<file path="config.mk">
export PLATFORM = sky130hd
export DESIGN_NAME = iack_ctrl
export DESIGN_NICKNAME = d
export VERILOG_FILES = /design/src/rtl/iack_pkg.sv /design/src/rtl/iack_ctrl.sv
export SDC_FILE = /design/constraint.sdc
export NUM_CORES = 1
export LEC_CHECK = 0
export BUFFER_PORTS_ARGS = -buffer_cell sky130_fd_sc_hd__buf_2
export CAP_MARGIN = 20
export CORE_MARGIN = 2
export CORE_UTILIZATION = 55
export DETAILED_ROUTE_END_ITERATION = 8
export PLACE_DENSITY_LB_ADDON = 0.2
export SYNTH_ARGS = -nofsm -noshare
export SYNTH_HDL_FRONTEND = slang
export SYNTH_SLANG_ARGS = --single-unit
</file>
<file path="constraint.sdc">
create_clock -name i_clk -period 12.6 [get_ports i_clk]
set_clock_uncertainty 0.1 [all_clocks]
set_input_delay 2.52 -clock i_clk [delete_from_list [all_inputs] [get_ports i_clk]]
set_output_delay 2.52 -clock i_clk [all_outputs]
set_load 0.05 [all_outputs]
</file>
<file path="src/rtl/iack_pkg.sv">
// constants and carrier types for the interrupt acknowledge block
// assumes a 32-bit apb register bus; register indices are word numbers (byte address = 4 x index)
package iack_pkg;

	// apb geometry
	localparam int ADDR_W = 12;
	localparam int DATA_W = 32;
	localparam int IDX_W = 8;

	// register indices
	localparam logic [7:0] IDX_ACK = 8'h00;
	localparam logic [7:0] IDX_CTRL = 8'h01;
	localparam logic [7:0] IDX_SP = 8'h02;
	localparam logic [7:0] IDX_STAT = 8'h03;
	localparam logic [7:0] IDX_CLR = 8'h04;
	localparam logic [7:0] IDX_EN = 8'h05;
	localparam logic [7:0] IDX_TIMER_A0_INTERRUPT_CONTROL = 8'h55;
	localparam logic [7:0] IDX_CTL_BASE = 8'h52;
	localparam int TIMER_A0_SRC = 3;

	// per-source control register fields
	localparam int LVL_LSB = 0;
	localparam int LVL_W = 3;
	localparam int REQ_BIT = 3;
	localparam int POL_BIT = 4;

	// acknowledge word fields
	localparam int NUM_W = 5;
	localparam int ACK_NUM_LSB = 0;
	localparam int ACK_LVL_LSB = 8;

	// global control register fields
	localparam int IEN_BIT = 0;
	localparam int IPL_LSB = 1;

	// stack pointer
	localparam int SP_W = 20;
	localparam logic [19:0] SP_RST = 20'h00000;

	// status events
	localparam int EV_W = 3;
	localparam int EV_REQ = 0;
	localparam int EV_NMI = 1;
	localparam int EV_EMPTY = 2;

	typedef struct packed {
		logic pol;
		logic req;
		logic [2:0] lvl;
	} iack_ctl_t;

	localparam iack_ctl_t CTL_RST = 5'h00;

	typedef struct packed {
		logic hit;
		logic [2:0] lvl;
		logic [4:0] num;
	} iack_win_t;

endpackage

</file>
<file path="src/rtl/iack_ctrl.sv">
// interrupt request latching, priority select, acknowledge read and nmi for a small cpu
// assumes apb master on i_clk, synchronous source inputs, cpu reads the ack word over apb
//
// Operation
// RULE1 - acknowledge read returns winner number and level
// RULE2 - acknowledge read clears the returned request bit
// RULE3 - any acknowledge read clears highest pending request
// RULE4 - software must not read acknowledge address
// RULE5 - stack pointer resets to zero
// RULE6 - software loads stack pointer before interrupts
// RULE7 - no interrupt during first instruction
// RULE8 - nmi cannot be masked or disabled
// RULE9 - polarity change may set external request
// RULE10 - software clears request after polarity change
// RULE11 - rewrite control only when source idle
// RULE12 - enable flag may precede pending control write
// RULE13 - request arriving during rewrite is kept
// RULE14 - request latched; highest level above cpu wins
`timescale 1ns/10ps
module iack_ctrl #(
	parameter int NSRC = 8,
	parameter int NEXT = 3
) (
	// clock and reset
	input wire logic i_clk,
	input wire logic i_rst_n,
	// apb slave
	input wire logic i_psel,
	input wire logic i_penable,
	input wire logic i_pwrite,
	input wire logic [11:0] i_paddr,
	input wire logic [31:0] i_pwdata,
	output logic o_pready,
	output logic [31:0] o_prdata,
	output logic o_pslverr,
	// interrupt sources
	input wire logic [NEXT-1:0] i_ext_int,
	input wire logic [NSRC-NEXT-1:0] i_periph_req,
	input wire logic i_nmi_n,
	input wire logic i_nmi_ack,
	// cpu side
	output logic o_int_req,
	output logic [2:0] o_int_lvl,
	output logic [4:0] o_int_num,
	output logic o_nmi_req,
	output logic [19:0] o_sp,
	output logic o_irq
);

	iack_pkg::iack_ctl_t ctl_ff [NSRC];
	iack_pkg::iack_win_t win;
	iack_pkg::iack_win_t ack_ff;
	logic pready_ff;
	logic [31:0] prdata_ff;
	logic pslverr_ff;
	logic ien_ff;
	logic [2:0] ipl_ff;
	logic [19:0] sp_ff;
	logic [2:0] stat_ff;
	logic [2:0] en_ff;
	logic irq_ff;
	logic nmi_prev_ff;
	logic nmi_pend_ff;
	logic int_req_ff;
	logic [2:0] int_lvl_ff;
	logic [4:0] int_num_ff;
	logic nxt_pready;
	logic fire;
	logic wr_fire;
	logic rd_fire;
	logic aligned;
	logic [7:0] idx;
	logic [NSRC-1:0] ctl_sel;
	logic [NSRC-1:0] hw_set;
	logic [31:0] rd_val;
	logic rd_err;
	logic ack_clr;
	logic nmi_edge;
	logic [2:0] ev;

	// bus decode: answer comes one cycle into the access phase
	assign idx = i_paddr[9:2];
	assign aligned = (i_paddr[1:0] == 2'h0) && (i_paddr[11:10] == 2'h0);
	assign nxt_pready = i_psel & i_penable & ~pready_ff;
	assign fire = i_psel & i_penable & pready_ff;
	assign wr_fire = fire & i_pwrite & aligned & ~pslverr_ff;
	assign rd_fire = fire & ~i_pwrite;

	// per-source request latching and control register storage
	for (genvar g = 0; g < NSRC; g++) begin : g_src
		logic trig;
		logic wr_here;
		assign ctl_sel[g] = (idx == 8'(int'(iack_pkg::IDX_CTL_BASE) + g));
		assign wr_here = wr_fire & ctl_sel[g];
		if (g < NEXT) begin : g_ext
			logic eff;
			logic prev_ff;
			// pol flips the compared level, so a polarity write can look like an edge
			assign eff = i_ext_int[g] ^ ctl_ff[g].pol;
			always_ff @(posedge i_clk or negedge i_rst_n) begin
				if (!i_rst_n) begin
					prev_ff <= 1'b0;
				end else begin
					prev_ff <= eff;
				end
			end
			assign trig = eff & ~prev_ff; // RULE9
		end else begin : g_per
			assign trig = i_periph_req[g-NEXT];
		end
		assign hw_set[g] = trig;
		always_ff @(posedge i_clk or negedge i_rst_n) begin
			if (!i_rst_n) begin
				ctl_ff[g] <= iack_pkg::CTL_RST;
			end else begin
				if (wr_here) begin
					ctl_ff[g].lvl <= i_pwdata[iack_pkg::LVL_LSB +: iack_pkg::LVL_W];
					ctl_ff[g].pol <= (g < NEXT) ? i_pwdata[iack_pkg::POL_BIT] : 1'b0;
				end
				// hardware set beats software write and ack clear
				if (trig) begin
					ctl_ff[g].req <= 1'b1; // RULE13 RULE14
				end else if (wr_here) begin
					ctl_ff[g].req <= i_pwdata[iack_pkg::REQ_BIT];
				end else if (ack_clr && ack_ff.hit && ack_ff.num == 5'(g)) begin
					ctl_ff[g].req <= 1'b0; // RULE2 RULE3
				end
			end
		end
	end

	// priority select: strict compare keeps the lowest number on equal levels
	always_comb begin
		win = '0;
		for (int k = 0; k < NSRC; k++) begin
			if (ctl_ff[k].req && ctl_ff[k].lvl > win.lvl) begin
				win.hit = 1'b1; // RULE14
				win.lvl = ctl_ff[k].lvl;
				win.num = 5'(k);
			end
		end
	end

	// read mux; ack word is the live winner, same for cpu and software reads
	always_comb begin
		rd_val = 32'h00000000;
		rd_err = 1'b0;
		if (!aligned) begin
			rd_err = 1'b1;
		end else begin
			case (idx)
				iack_pkg::IDX_ACK: begin
					rd_val[iack_pkg::ACK_NUM_LSB +: iack_pkg::NUM_W] = win.num; // RULE1
					rd_val[iack_pkg::ACK_LVL_LSB +: iack_pkg::LVL_W] = win.lvl;
				end
				iack_pkg::IDX_CTRL: begin
					rd_val[iack_pkg::IEN_BIT] = ien_ff;
					rd_val[iack_pkg::IPL_LSB +: iack_pkg::LVL_W] = ipl_ff;
				end
				iack_pkg::IDX_SP: rd_val[iack_pkg::SP_W-1:0] = sp_ff;
				iack_pkg::IDX_STAT: rd_val[iack_pkg::EV_W-1:0] = stat_ff;
				iack_pkg::IDX_CLR: rd_val = 32'h00000000;
				iack_pkg::IDX_EN: rd_val[iack_pkg::EV_W-1:0] = en_ff;
				default: begin
					rd_err = ~(|ctl_sel);
					for (int k = 0; k < NSRC; k++) begin
						if (ctl_sel[k]) begin
							rd_val[4:0] = ctl_ff[k];
						end
					end
				end
			endcase
		end
	end

	// apb answer registers; ack winner is frozen with the read data
	always_ff @(posedge i_clk or negedge i_rst_n) begin
		if (!i_rst_n) begin
			pready_ff <= 1'b0;
			prdata_ff <= 32'h00000000;
			pslverr_ff <= 1'b0;
			ack_ff <= '0;
		end else begin
			pready_ff <= nxt_pready;
			if (nxt_pready) begin
				prdata_ff <= i_pwrite ? 32'h00000000 : rd_val;
				pslverr_ff <= rd_err;
				ack_ff <= win;
			end else begin
				pslverr_ff <= 1'b0;
			end
		end
	end

	// freezing the winner at data capture avoids clearing a source that was not returned
	assign ack_clr = rd_fire & aligned & (idx == iack_pkg::IDX_ACK); // RULE3

	// global enable, cpu level and stack pointer; writes all land at the same edge
	always_ff @(posedge i_clk or negedge i_rst_n) begin
		if (!i_rst_n) begin
			ien_ff <= 1'b0;
			ipl_ff <= 3'h0;
			sp_ff <= iack_pkg::SP_RST; // RULE5
		end else begin
			if (wr_fire && idx == iack_pkg::IDX_CTRL) begin
				ien_ff <= i_pwdata[iack_pkg::IEN_BIT]; // RULE12
				ipl_ff <= i_pwdata[iack_pkg::IPL_LSB +: iack_pkg::LVL_W];
			end
			if (wr_fire && idx == iack_pkg::IDX_SP) begin
				sp_ff <= i_pwdata[iack_pkg::SP_W-1:0];
			end
		end
	end

	// nmi: falling edge latched, no enable anywhere in its path
	assign nmi_edge = nmi_prev_ff & ~i_nmi_n;
	always_ff @(posedge i_clk or negedge i_rst_n) begin
		if (!i_rst_n) begin
			nmi_prev_ff <= 1'b1;
			nmi_pend_ff <= 1'b0;
		end else begin
			nmi_prev_ff <= i_nmi_n;
			if (nmi_edge) begin
				nmi_pend_ff <= 1'b1; // RULE8
			end else if (i_nmi_ack) begin
				nmi_pend_ff <= 1'b0;
			end
		end
	end

	// maskable request to the cpu
	always_ff @(posedge i_clk or negedge i_rst_n) begin
		if (!i_rst_n) begin
			int_req_ff <= 1'b0;
			int_lvl_ff <= 3'h0;
			int_num_ff <= 5'h00;
		end else begin
			int_req_ff <= ien_ff & win.hit & (win.lvl > ipl_ff); // RULE14
			int_lvl_ff <= win.lvl;
			int_num_ff <= win.num;
		end
	end

	// sticky event status; an event in the clearing cycle survives
	assign ev[iack_pkg::EV_REQ] = |hw_set;
	assign ev[iack_pkg::EV_NMI] = nmi_edge;
	assign ev[iack_pkg::EV_EMPTY] = ack_clr & ~ack_ff.hit;
	always_ff @(posedge i_clk or negedge i_rst_n) begin
		if (!i_rst_n) begin
			stat_ff <= 3'h0;
			en_ff <= 3'h0;
			irq_ff <= 1'b0;
		end else begin
			if (wr_fire && idx == iack_pkg::IDX_CLR) begin
				stat_ff <= (stat_ff & ~i_pwdata[iack_pkg::EV_W-1:0]) | ev;
			end else begin
				stat_ff <= stat_ff | ev;
			end
			if (wr_fire && idx == iack_pkg::IDX_EN) begin
				en_ff <= i_pwdata[iack_pkg::EV_W-1:0];
			end
			irq_ff <= |(stat_ff & en_ff);
		end
	end

	// outputs straight from flops
	assign o_pready = pready_ff;
	assign o_prdata = prdata_ff;
	assign o_pslverr = pslverr_ff;
	assign o_int_req = int_req_ff;
	assign o_int_lvl = int_lvl_ff;
	assign o_int_num = int_num_ff;
	assign o_nmi_req = nmi_pend_ff;
	assign o_sp = sp_ff;
	assign o_irq = irq_ff;

endmodule

</file>
### Yosys cells after proc, flatten, opt, wreduce, memory -nomap -nowiden

Cells that the tools add are included.

* register bits after elaboration: 120
* input port bits: 59
* output and inout bits: 65
* word-level logic and storage cells: 203

* order comparisons: 9
* eq/ne operators: 20
* mux-type cells: 54
* bitwise gates (word level): 41
* reductions and logical operators: 41

Operators with widths (number)
* $mux W9: 9
* $eq A8 B7 Y1 const B: 8
* $mux W5: 8
* $mux W32: 1
* $mux W1: 29
* $and A1 B1 Y1: 24
* $gt A3 B3 Y1: 8
* $reduce_bool A3 Y1: 8
* $logic_and A1 B1 Y1: 22
* $eq A5 B3 Y1 const B: 4
* $mux W20: 1
* $pmux W3 S6: 1
* $eq A8 B2 Y1 const B: 2
* $eq A8 B3 Y1 const B: 2
* $reduce_or A8 Y1: 2
* $eq A5 B2 Y1 const B: 2
* $not A1 Y1: 9
* $eq A8 B1 Y1 const B: 1
* $logic_not A8 Y1: 1
* $and A3 B3 Y3: 2
* $mux W3: 2
* $or A3 B3 Y3: 2
* $pmux W3 S2: 1
* $reduce_or A3 Y1: 2
* other kinds (11): 14

### Logic depth before layout (Yosys ltp)

Gate-level depths: netlist of run 1.

* depth after elaboration: 27
* gate-level depth with buffers: 51
* gate-level depth less buffers: 50

### Least setup slack after synthesis of run 1

Ideal clock, no wire load.

* path type: register to register
* start point: reg ctl_ff[38] (netlist bit)
* end point: reg int_req_ff (netlist: o_int_req)
* setup time: 0.134 ns
* arrival: 9.557 ns
* data required time: 12.366 ns
* setup slack: 2.809 ns
* cell stages (with the launch flop): 51
* buffers on the path: 1
* period minus slack after synthesis: 9.791 ns
* cells stage by stage: dfrtp_1 > clkbuf_1 > and2_1 > inv_1 > ha_1 > nor2b_1 > o2111ai_4 > o21ai_0 > ha_1 > nor2_1 > o211ai_2 > a31oi_2 > mux2_4 > ha_1 > nor2_1 > nor2_1 > o21ai_0 > a21oi_1 > [15 not listed] > o31ai_2 > mux2_4 > ha_1 > or2_2 > nor3_1 > a2bb2oi_1 > o211ai_1 > o21a_1 > ha_1 > o21ai_0 > maj3_1 > o311ai_2 > mux2i_1 > ha_1 > nor2b_1 > o21a_1 > o211ai_1 > a21oi_1

* cells in the longest elaborated chain, start to end: 25
* elaborated cells on any way between the ends: 26
* classes of those cells: order compare (8); mux (8); bitwise (2); reduce/logical (8)

RTL lines
* start, declared: RTL line iack_ctrl.sv:50 `iack_pkg::iack_ctl_t ctl_ff [NSRC];`
* start signal, assigned by index: RTL line iack_ctrl.sv:114 `ctl_ff[g] <= iack_pkg::CTL_RST;`
* $logic_and A1 B1 Y1 (*): RTL line iack_ctrl.sv:136 `if (ctl_ff[k].req && ctl_ff[k].lvl > win.lvl) begin`
* $mux W9 (*): RTL line iack_ctrl.sv:136
* $gt A3 B3 Y1: RTL line iack_ctrl.sv:136
* $logic_and A1 B1 Y1: RTL line iack_ctrl.sv:136
* $mux W9 (*): RTL line iack_ctrl.sv:136
* $gt A3 B3 Y1: RTL line iack_ctrl.sv:136
* $logic_and A1 B1 Y1: RTL line iack_ctrl.sv:136
* $mux W9 (*): RTL line iack_ctrl.sv:136
* [9 not listed]
* $gt A3 B3 Y1: RTL line iack_ctrl.sv:136
* $logic_and A1 B1 Y1: RTL line iack_ctrl.sv:136
* $mux W9 (*): RTL line iack_ctrl.sv:136
* $gt A3 B3 Y1: RTL line iack_ctrl.sv:136
* $logic_and A1 B1 Y1: RTL line iack_ctrl.sv:136
* $mux W9 (*): RTL line iack_ctrl.sv:136
* $gt A3 B3 Y1 / $and A1 B1 Y1 (equally long branches): RTL line iack_ctrl.sv:238 `int_req_ff <= ien_ff & win.hit & (win.lvl > ipl_ff);`
* $and A1 B1 Y1 (*): RTL line iack_ctrl.sv:238
* end signal, assigned: RTL line iack_ctrl.sv:238
* end, declared: RTL line iack_ctrl.sv:64 `logic int_req_ff;`

Mark *: on every way between the ends. The rest lies on a longest branch, timed or not.
A chain may end at the register's enable or synchronous reset.

### Worst setup path after layout of run 1

Same ends and word-level chain as after synthesis.

==> flow_metrics.tcl, run 1 <==
set metrics [dict create \
    status "finished, final reports clean" \
    synth.area.mux_share_pct 11.5 \
    cts_buffers 9 \
    antenna_found_initial 0 \
    grt-ovfl-total 0 \
    synth_flop_cell "dfrtp_1" \
    wirelength_um 15100 \
    grt_max_degree 72 \
    timing.fmax_mhz 89.8 \
    fillers 879 \
    ys_seq_area_share_pct 45.0 \
    whs_ns 0.392 \
    dr.pass1.iters 5 \
    root_buffer "clkbuf_8" \
    clock-sinks 104 \
    cts_tree "yes" \
    detail-route-antenna-nets 0 \
    cts.hold.buffers_added 0 \
    cts-htree-levels 3 \
    cts_setup_buffers 0 \
    rsz0062_at_grt "false" \
    finish.net_count 738 \
    final_util_pct 63.4 \
    clockBufferDepth 2 \
    synth-edff-count 0 \
    ys_ff_latch 104 \
    die_w_um 107 \
    finalHoldViolCount 0 \
    crit_top_cell "ha_1" \
    core_um2 10300 \
    synthCells 581 \
    slew_headroom_pct 26.1 \
    yosys_warnings 0 \
    drtIter0Drc 358 \
    gp_congestion 0.935 \
    cts.clk_slew.worst_paths_ns 0.11 \
    io_pins 124 \
    worst_ep_required_time_ns 12.77 \
    layout-drive-gt1-share_pct 28.4 \
    setup_tns_ns 0 \
    peakVddDrop_mv 0.0778 \
    path_class "reg2reg" \
    routedWlPerCell_um 18.7 \
    syn_area_um2 5790 \
    start_kind "flip-flop" \
    leakagePower_uw 0.00317 \
    synth.distinct_cells 74 \
    async_flop_share_pct 100 \
    worstMarginPinSlew_ns 1.10 \
    worstPathBufferInverterCount 1 \
    port_buffers 97 \
    synth_xor_area_share_pct 0.454 \
    power_density_nw_per_um2 89.8 \
    grt_pass1_vias 4843 \
    dieArea_um2 11400 \
    setup_viol_count_final 0 \
    cpLargestDelayFamily "compound AO/OA/AOI/OAI gates" \
    end_kind "flip-flop" \
    synth-simple-area-share_pct 15.3 \
    die_y_um 107 \
    path_max_fanout 9 \
    arrival_ns 11.30 \
    critPathMaxStageDelay_ns 0.52 \
    clk_latency_ns 0.40 \
    post_cts_resized 0 \
    fin_crit_ns 11.13 \
    antenna_cells 0 \
    final.period_utilization_pct 88.3 \
    grt.total_usage_pct 27.8 \
    drv_slew 0 \
    vias_per_cell 6.10 \
    via_count 4930 \
    grt_pass1_wl_um 24200 \
    syn_avg_cell_area_um2 9.97 \
    max_cap_violations 0 \
    area_growth_pct 12.6 \
    post-dp-hpwl_um 11200 \
    synth-compound-area-share_pct 19.8 \
    crit_path_top_delay_cell "dfrtp_1" \
    hp-class "reg2reg" \
    initial_core_util_pct 56.4 \
    rows 37 \
    drc_errors 0 \
    synthAdderAreaFrac_pct 2.96 \
    synth_top_family_by_area "compound AO/OA/AOI/OAI gates" \
]
==> synthesized netlist by cell type, types with 5 or more instances <==
cell type  number  area (um^2)
and2_1          6         37.5
nand3_1        13         65.1
a31oi_1        13         81.3
dfrtp_1       103         2580
nor2_1         27          101
a22o_1         16          140
nor3_1         15         75.1
ha_1           12          150
o31ai_1         8         60.1
a22oi_1         6         45.0
nand2b_1        6         37.5
mux2_2         44          495
nor2b_1         8         50.1
a21oi_1        23          115
buf_4          14          105
o21ai_0        43          215
o211ai_1        7         52.6
o21a_1          5         37.5
inv_1          24         90.1
mux2_4          5         75.1
clkbuf_1       19         71.3
nand2_1        70          263
==> cells by family (layout without fill, tap and decap cells) <==
kind of cell | count (synthesis) | after routing
other | 1 | 14
AND/OR/NAND/NOR | 181 | 181
adder cells (fa/ha/maj) | 14 | 14
buffers and inverters | 62 | 140
AO/OA/AOI/OAI | 161 | 161
XOR/XNOR | 3 | 3
flip-flops | 104 | 104
multiplexers | 55 | 55
==> layer usage <==
metal | global-route usage (%) | part of all wire, % | up-vias
li1 | - | - | 2272
met1 | 36.8 | 41 | 2416
met2 | 46.2 | 49 | 220
met3 | 5.65 | 7.6 | 22
met4 | 8.44 | 1.9 | 0
met5 | 0 | 0 | -
==> final timing paths <==
kind / depth (start not counted) / start / endpoint / slack (ns)
worst max-delay path: 49 / ctl_ff[38] / o_int_req / 1.47
worst min-delay path: 2 / o_prdata[4] / o_prdata[4] / 0.39
worst max register to register: 49 / ctl_ff[38] / o_int_req / 1.47
max in group asynchronous: 2 / i_rst_n / o_int_lvl[0] / 9.23
min in group asynchronous: 1 / i_rst_n / ctl_ff[34] / 1.95
worst min register to register: 2 / o_prdata[4] / o_prdata[4] / 0.39
==> cell type report <==
class	instances	area [um^2]	share of cell area [%]
clock buffers	9	124	1.90
inverters	24	90.1	1.38
flip-flops and latches	104	2600	39.9
well taps	136	170	2.61
repair buffers	100	510	7.83
clock inverters	7	63.8	0.979
multi-input cells	428	2960	45.4
==> registers in the layout, summed over array words and instances, names as in the netlist <==
signal,cells
ack_ff,4
o_prdata,20
o_int_lvl,3
o_nmi_req,1
g_src.g_ext.prev_ff,3
ctl_ff,35
o_sp,20
en_ff,3
ipl_ff,3
o_irq,1
nmi_prev_ff,1
o_int_num,3
o_int_req,1
o_pslverr,1
stat_ff,3
o_pready,1
ien_ff,1
==> layout by cell type (no fill, tap or decap), types with 4 or more instances in the layout <==
master / count
dfrtp_1: 103
mux2_2: 44
mux2_4: 5
clkbuf_8: 9
a22o_1: 16
nor2_1: 27
inv_1: 24
buf_4: 4
conb_1: 14
nand3b_1: 4
nand2_1: 70
and2_1: 6
a211o_1: 4
o21ai_0: 43
nor3b_1: 4
o31ai_1: 8
a31oi_1: 13
ha_1: 12
nand3_1: 13
o211ai_1: 7
a21oi_1: 23
a22oi_1: 6
o21a_1: 5
nand2b_1: 6
nor2b_1: 8
buf_2: 96
nor3_1: 15
==> where the power goes <==
part           internal [uW]  switching, uW  total (uW)
Combinational           11.0           35.4        46.4
Sequential               336           1.49         337
Clock                   75.6            126         202
==> worst register-to-register path, delay by kind of cell, from the launching register on <==
kind | cells | cell delay, ns
compound gates | 24 | 4.31
fa+ha+maj | 9 | 2.60
simple gates | 10 | 1.71
mux | 5 | 1.73
buf+inv | 1 | 0.06
flops | 1 | 0.52
==> through the flow <==
| step | setup slack (ns) | cells | instance area [um^2] | power, uW |
|---|---|---|---|---|
| after global routing | 0.842 | 808 | 6520 | 609 |
| final | 1.47 | 808 | 6520 | 585 |
| after floorplan | 2.81 | 594 | 5840 | 373 |
| after CTS | 1.57 | 808 | 6520 | 590 |
| after global placement | 1.91 | 792 | 6330 | 389 |
| after detailed placement | 1.60 | 792 | 6330 | 390 |
(Power assumes the default switching activity.)
==> run 2: changes to the inputs <==
--- a/config.mk
+++ b/config.mk
@@ -8,7 +8,7 @@
 export BUFFER_PORTS_ARGS = -buffer_cell sky130_fd_sc_hd__buf_2
 export CAP_MARGIN = 20
 export CORE_MARGIN = 2
-export CORE_UTILIZATION = 55
+export CORE_UTILIZATION = 30
 export DETAILED_ROUTE_END_ITERATION = 8
 export PLACE_DENSITY_LB_ADDON = 0.2
 export SYNTH_ARGS = -nofsm -noshare
==> run 2 against run 1 <==
Net effect:
- hold slack better by 0.00054 ns
- largest cell class unchanged
- global-route usage is 11 points lower
- clock-buffer cell count unchanged
- die area grew 80%
- design area increased by 4.7%
- critical path type unchanged
- register-to-register slack better by 0.06 ns
- first-iteration DRC count up 5.9%
- via count decreased by 1.2%
- critical path depth is the same
- maximum frequency up 0.57%
- highest routed layer unchanged
- total power increased by 17%
- sequential share of layout area fell by 1.8 points
==> flow_metrics.tcl, run 2 (same netlist as run 1, synthesis figures left out) <==
set metrics [dict create \
    status "finished, final reports clean" \
    crit_top_cell "ha_1" \
    post-dp-hpwl_um 12700 \
    drtIter0Drc 379 \
    antenna_found_initial 0 \
    hold_start "o_prdata[4]" \
    min_to "o_prdata[4]" \
    dieArea_um2 20400 \
    largest_reg_flops 35 \
    use_met2_pct 27.4 \
    cts-htree-levels 3 \
    final_common_cell "dfrtp_1" \
    peakVddDrop_mv 0.0623 \
    hold_path_depth 2 \
    antenna_cells 0 \
    die_w_um 143 \
    layout-drive-gt1-share_pct 28.6 \
    vias_per_cell 5.22 \
    root_buffer "clkbuf_16" \
    end_kind "flip-flop" \
    setup_viol_count_final 0 \
    power_density_nw_per_um2 101 \
    slew_headroom_pct 29.8 \
    grt-ovfl-total 0 \
    crit_path_top_delay_cell "dfrtp_1" \
    finalHoldViolCount 0 \
    worstMarginPinSlew_ns 1.05 \
    clock-sinks 104 \
    grt_pass1_wl_um 27000 \
    clk_latency_ns 0.36 \
    io_pins 124 \
    top_usage_layer "met2" \
    reg2reg_depth 49 \
    routedWlPerCell_um 18.2 \
    grt_pass1_vias 4836 \
    post_cts_resized 0 \
    dr.pass1.iters 5 \
    wirelength_um 17000 \
    cts.clk_slew.worst_paths_ns 0.08 \
    rsz0062_at_grt "false" \
    max_cap_violations 0 \
    core_um2 18800 \
    cts_setup_buffers 0 \
    hp-class "reg2reg" \
    placed_cells 918 \
    finalNonFillerCells 934 \
    final.period_utilization_pct 87.8 \
    regMostFlops "ctl_ff" \
    path_class "reg2reg" \
    r2r-end "o_int_req" \
    initial_core_util_pct 30.8 \
    drv_slew 0 \
    setup_tns_ns 0 \
    clockBufferDepth 2 \
    cts_buffers 9 \
    gp_congestion 0.846 \
    arrival_ns 11.18 \
    worst_ep_required_time_ns 12.72 \
    critPathMaxStageDelay_ns 0.52 \
    most-common-layout-cells "dfrtp_1 (103), buf_2 (96), nand2_1 (70)" \
    grt_use_met3_pct 2.85 \
    start_kind "flip-flop" \
    path_max_fanout 9 \
    finish.net_count 740 \
    via_count 4871 \
    grt_use_met1_pct 22.9 \
    grt_max_degree 59 \
    timing.fmax_mhz 90.4 \
    area_growth_pct 17.8 \
    detail-route-antenna-nets 0 \
    die_y_um 143 \
    reg2reg_setup_slack_ns 1.53 \
    port_buffers 97 \
    cts_tree "yes" \
    cts.hold.buffers_added 0 \
    grt.total_usage_pct 17.0 \
    leakagePower_uw 0.00324 \
    fin_crit_ns 11.07 \
    r2r_start "ctl_ff[38]" \
    rows 50 \
    drc_errors 0 \
    fillers 1945 \
]
[run 2: changes by cell type in the layout (fill, tap and decap cells not counted)]
cell	before	now
buf_4	4	6
bufinv_16	0	1
clkbuf_16	0	9
clkbuf_8	9	0
clkinv_2	1	0
clkinv_8	1	2
clkinvlp_4	1	0
[run 2: worst max-delay path by stage]
stage / startpoint / endpoint / slack, ns
global route: ctl_ff[38] / o_int_req / 0.93
finish: ctl_ff[38] / o_int_req / 1.53
CTS: ctl_ff[38] / o_int_req / 1.62
global placement: ctl_ff[38] / o_int_req / 1.92
detailed placement: ctl_ff[38] / o_int_req / 1.62
floorplan: ctl_ff[38] / o_int_req / 2.81
[run 2: worst max-delay path: cells and delay by family, from the launching register on]
| kind | cells | cell delay, ns |
|---|---|---|
| AO/OA/AOI/OAI | 24 | 4.26 |
| adder cells (fa/ha/maj) | 9 | 2.57 |
| AND/OR/NAND/NOR | 10 | 1.75 |
| multiplexers | 5 | 1.67 |
| flip-flops | 1 | 0.52 |
| buffers and inverters | 1 | 0.05 |
[run 2: final cells by class]
type | instances | area, um^2 | share of cell area, %
Sequential cell | 104 | 2600 | 38.2
Multi-Input combinational cell | 428 | 2960 | 43.3
Inverter | 24 | 90.1 | 1.32
Tap cell | 260 | 325 | 4.77
Clock buffer | 9 | 225 | 3.30
Timing Repair Buffer | 102 | 526 | 7.70
Clock inverter | 7 | 97.6 | 1.43
[run 2: per-layer routing]
metal | vias up | part of all wire, %
met3 | 31 | 4.2
met4 | 0 | 2.7
met2 | 144 | 48
li1 | 2291 | -
met1 | 2405 | 45
met5 | - | 0
[run 2: power by group]
part / switching (uW) / leakage [uW] / internal, uW / total (uW)
clock: 142 / 0.000157 / 160 / 302
sequential: 1.67 / 0.00130 / 335 / 337
combinational: 36.3 / 0.00179 / 11.1 / 47.4
total: 180 / 0.00324 / 507 / 686
[run 2: through the flow]
step | util, % | area, um^2 | total power [uW] | setup slack [ns] | hold WS [ns]
after global placement | 34.5 | 6500 | 391 | 1.92 | 0.369
after floorplan | - | 5840 | 373 | 2.81 | 0.358
after detailed placement | 34.5 | 6500 | 392 | 1.62 | 0.371
final | 36.2 | 6820 | 686 | 1.53 | 0.392
after CTS | 36.2 | 6820 | 695 | 1.62 | 0.399
after global routing | 36.2 | 6820 | 713 | 0.926 | 0.419
==> run 3: changes to the inputs <==
==> constraint.sdc (replaced) <==
create_clock -name i_clk -period 14.2 [get_ports i_clk]
set_clock_uncertainty 0.1 [all_clocks]
set_input_delay 2.84 -clock i_clk [delete_from_list [all_inputs] [get_ports i_clk]]
set_output_delay 2.84 -clock i_clk [all_outputs]
set_load 0.05 [all_outputs]
==> run 3 against run 2 <==
Net effect:
- hold slack got worse by 0.0016 ns
- design area up 0.44%
- total power decreased by 8.1%
- core utilization increased by 0.16 points
- global-route usage grew 0.24 points
- cell count unchanged
- highest routed layer unchanged
==> flow_metrics.tcl, run 3 (same netlist as run 1, synthesis figures left out) <==
set metrics [dict create \
    final_area_um2 6850 \
    grt-ovfl-total 0 \
    worstMarginPinSlew_ns 1.05 \
    setup_tns_ns 0 \
    clk_latency_ns 0.36 \
    peakVddDrop_mv 0.0748 \
    clockBufferDepth 2 \
    gp_congestion 0.840 \
    place_area_um2 6500 \
    area_growth_pct 18.3 \
    antenna_found_initial 0 \
    via_count 4881 \
    critPathMaxStageDelay_ns 0.51 \
    drc_errors 0 \
    rsz0062_at_grt "false" \
    cts_buffers 9 \
    vias_per_cell 5.23 \
    final_common_cell "dfrtp_1" \
    initial_core_util_pct 30.8 \
    switching_share_pct 25.8 \
    drv_slew 0 \
    largest_reg_flops 35 \
    die_w_um 143 \
    dr.pass1.iters 5 \
    crit_top_cell "ha_1" \
    fillers 1913 \
    port_buffers 97 \
    hp-class "reg2reg" \
    power_frac_comb_pct 6.7 \
    antenna_cells 0 \
    cts_setup_buffers 0 \
    drtIter0Drc 427 \
    finalHoldViolCount 0 \
    cts_tree "yes" \
    path_class "reg2reg" \
    regMostFlops "ctl_ff" \
    status "finished, final reports clean" \
    p_seq_share_pct 47.4 \
    clock-sinks 104 \
    timing.fmax_mhz 90.6 \
    cts-htree-levels 3 \
    grt_pass1_wl_um 27100 \
    die_y_um 143 \
    setup_viol_count_final 0 \
    post_cts_resized 0 \
    grt_pass1_vias 4859 \
    start_kind "flip-flop" \
    path_max_fanout 9 \
    use_met2_pct 27.9 \
    slew_headroom_pct 30.3 \
    max_cap_violations 0 \
    p_sw_uw 163 \
    final.period_utilization_pct 77.7 \
    grt_max_degree 70 \
    whs_ns 0.391 \
    root_buffer "clkbuf_16" \
    worst_ep_required_time_ns 14.32 \
    detail-route-antenna-nets 0 \
    wirelength_um 17000 \
    grt_use_met3_pct 3.25 \
    fin_crit_ns 11.03 \
    cts.clk_slew.worst_paths_ns 0.08 \
    rows 50 \
    p_clk_share_pct 45.9 \
    power_density_nw_per_um2 92.0 \
    io_pins 124 \
    top_usage_layer "met2" \
    grt.total_usage_pct 17.3 \
    intPower_uw 468 \
    grt_use_met1_pct 23.1 \
    leakagePower_uw 0.00325 \
    crit_path_top_delay_cell "dfrtp_1" \
    end_kind "flip-flop" \
    dieArea_um2 20400 \
    arrival_ns 11.16 \
    routedWlPerCell_um 18.2 \
    layout-drive-gt1-share_pct 28.6 \
    most-common-layout-cells "dfrtp_1 (103), buf_2 (96), nand2_1 (70)" \
    core_um2 18800 \
    finish.net_count 740 \
    post-dp-hpwl_um 12700 \
    cts.hold.buffers_added 0 \
]
## run 3: cell count changes in the layout (fill, tap and decap cells not counted), sizes merged
cell      before  now
inv           27   25
clkinvlp       0    1
bufinv         1    2
## run 3: cell type report
class | count | area [um^2] | area share (%)
clock buffers | 9 | 225 | 3.29
clock inverters | 7 | 128 | 1.86
inverters | 24 | 90.1 | 1.31
multi-input cells | 428 | 2960 | 43.1
flip-flops and latches | 104 | 2600 | 38.0
well taps | 260 | 325 | 4.75
repair buffers | 102 | 526 | 7.67
## run 3: power groups by stage
stage | clock [uW] | sequential [uW] | combinational (uW)
4_1_cts | 296 | 299 | 42.6
2_1_floorplan | 0 | 307 | 23.9
6_report | 290 | 299 | 42.0
3_5_place_dp | 0 | 305 | 42.6
5_1_grt | 310 | 299 | 46.4
3_3_place_gp | 0 | 305 | 42.0
## run 3: path summary, 6_finish.rpt
kind                              from  cells after the start                endpoint  slack [ns]
max                         ctl_ff[38]                     49               o_int_req        3.17
min                        o_prdata[4]                      2             o_prdata[4]        0.39
max reg2reg                 ctl_ff[38]                     49               o_int_req        3.17
min reg2reg                o_prdata[4]                      2             o_prdata[4]        0.39
max in group asynchronous      i_rst_n                      2             o_prdata[8]       10.40
min in group asynchronous      i_rst_n                      1  g_src[2].g_ext.prev_ff        2.33
## run 3: through the flow
| stage | power (uW) | std cells | util, % | setup WS [ns] |
|---|---|---|---|---|
| after floorplan | 331 | 594 | - | 4.41 |
| after global placement | 347 | 918 | 34.5 | 3.50 |
| after detailed placement | 348 | 918 | 34.5 | 3.27 |
| after CTS | 637 | 934 | 36.4 | 3.23 |
| after global routing | 656 | 934 | 36.4 | 2.23 |
| final | 631 | 934 | 36.4 | 3.17 |
## run 3: critical path: cells and delay by family (launching register included)
kind / cells / cell delay, ns
AOI/OAI and AO/OA: 24 / 4.46
adders and majority gates: 9 / 2.37
and+or+nand+nor: 10 / 1.79
muxes: 5 / 1.59
DFF: 1 / 0.51
buffers and inverters: 1 / 0.05
## run 3: metal layers
metal  routed length [um]  vias to the layer above  share of wire, %
li1                     -                     2274                 -
met1                 7720                     2413                45
met2                 8120                      162                48
met3                  750                       32               4.4
met4                  436                        0               2.6
met5                    0                        -                 0
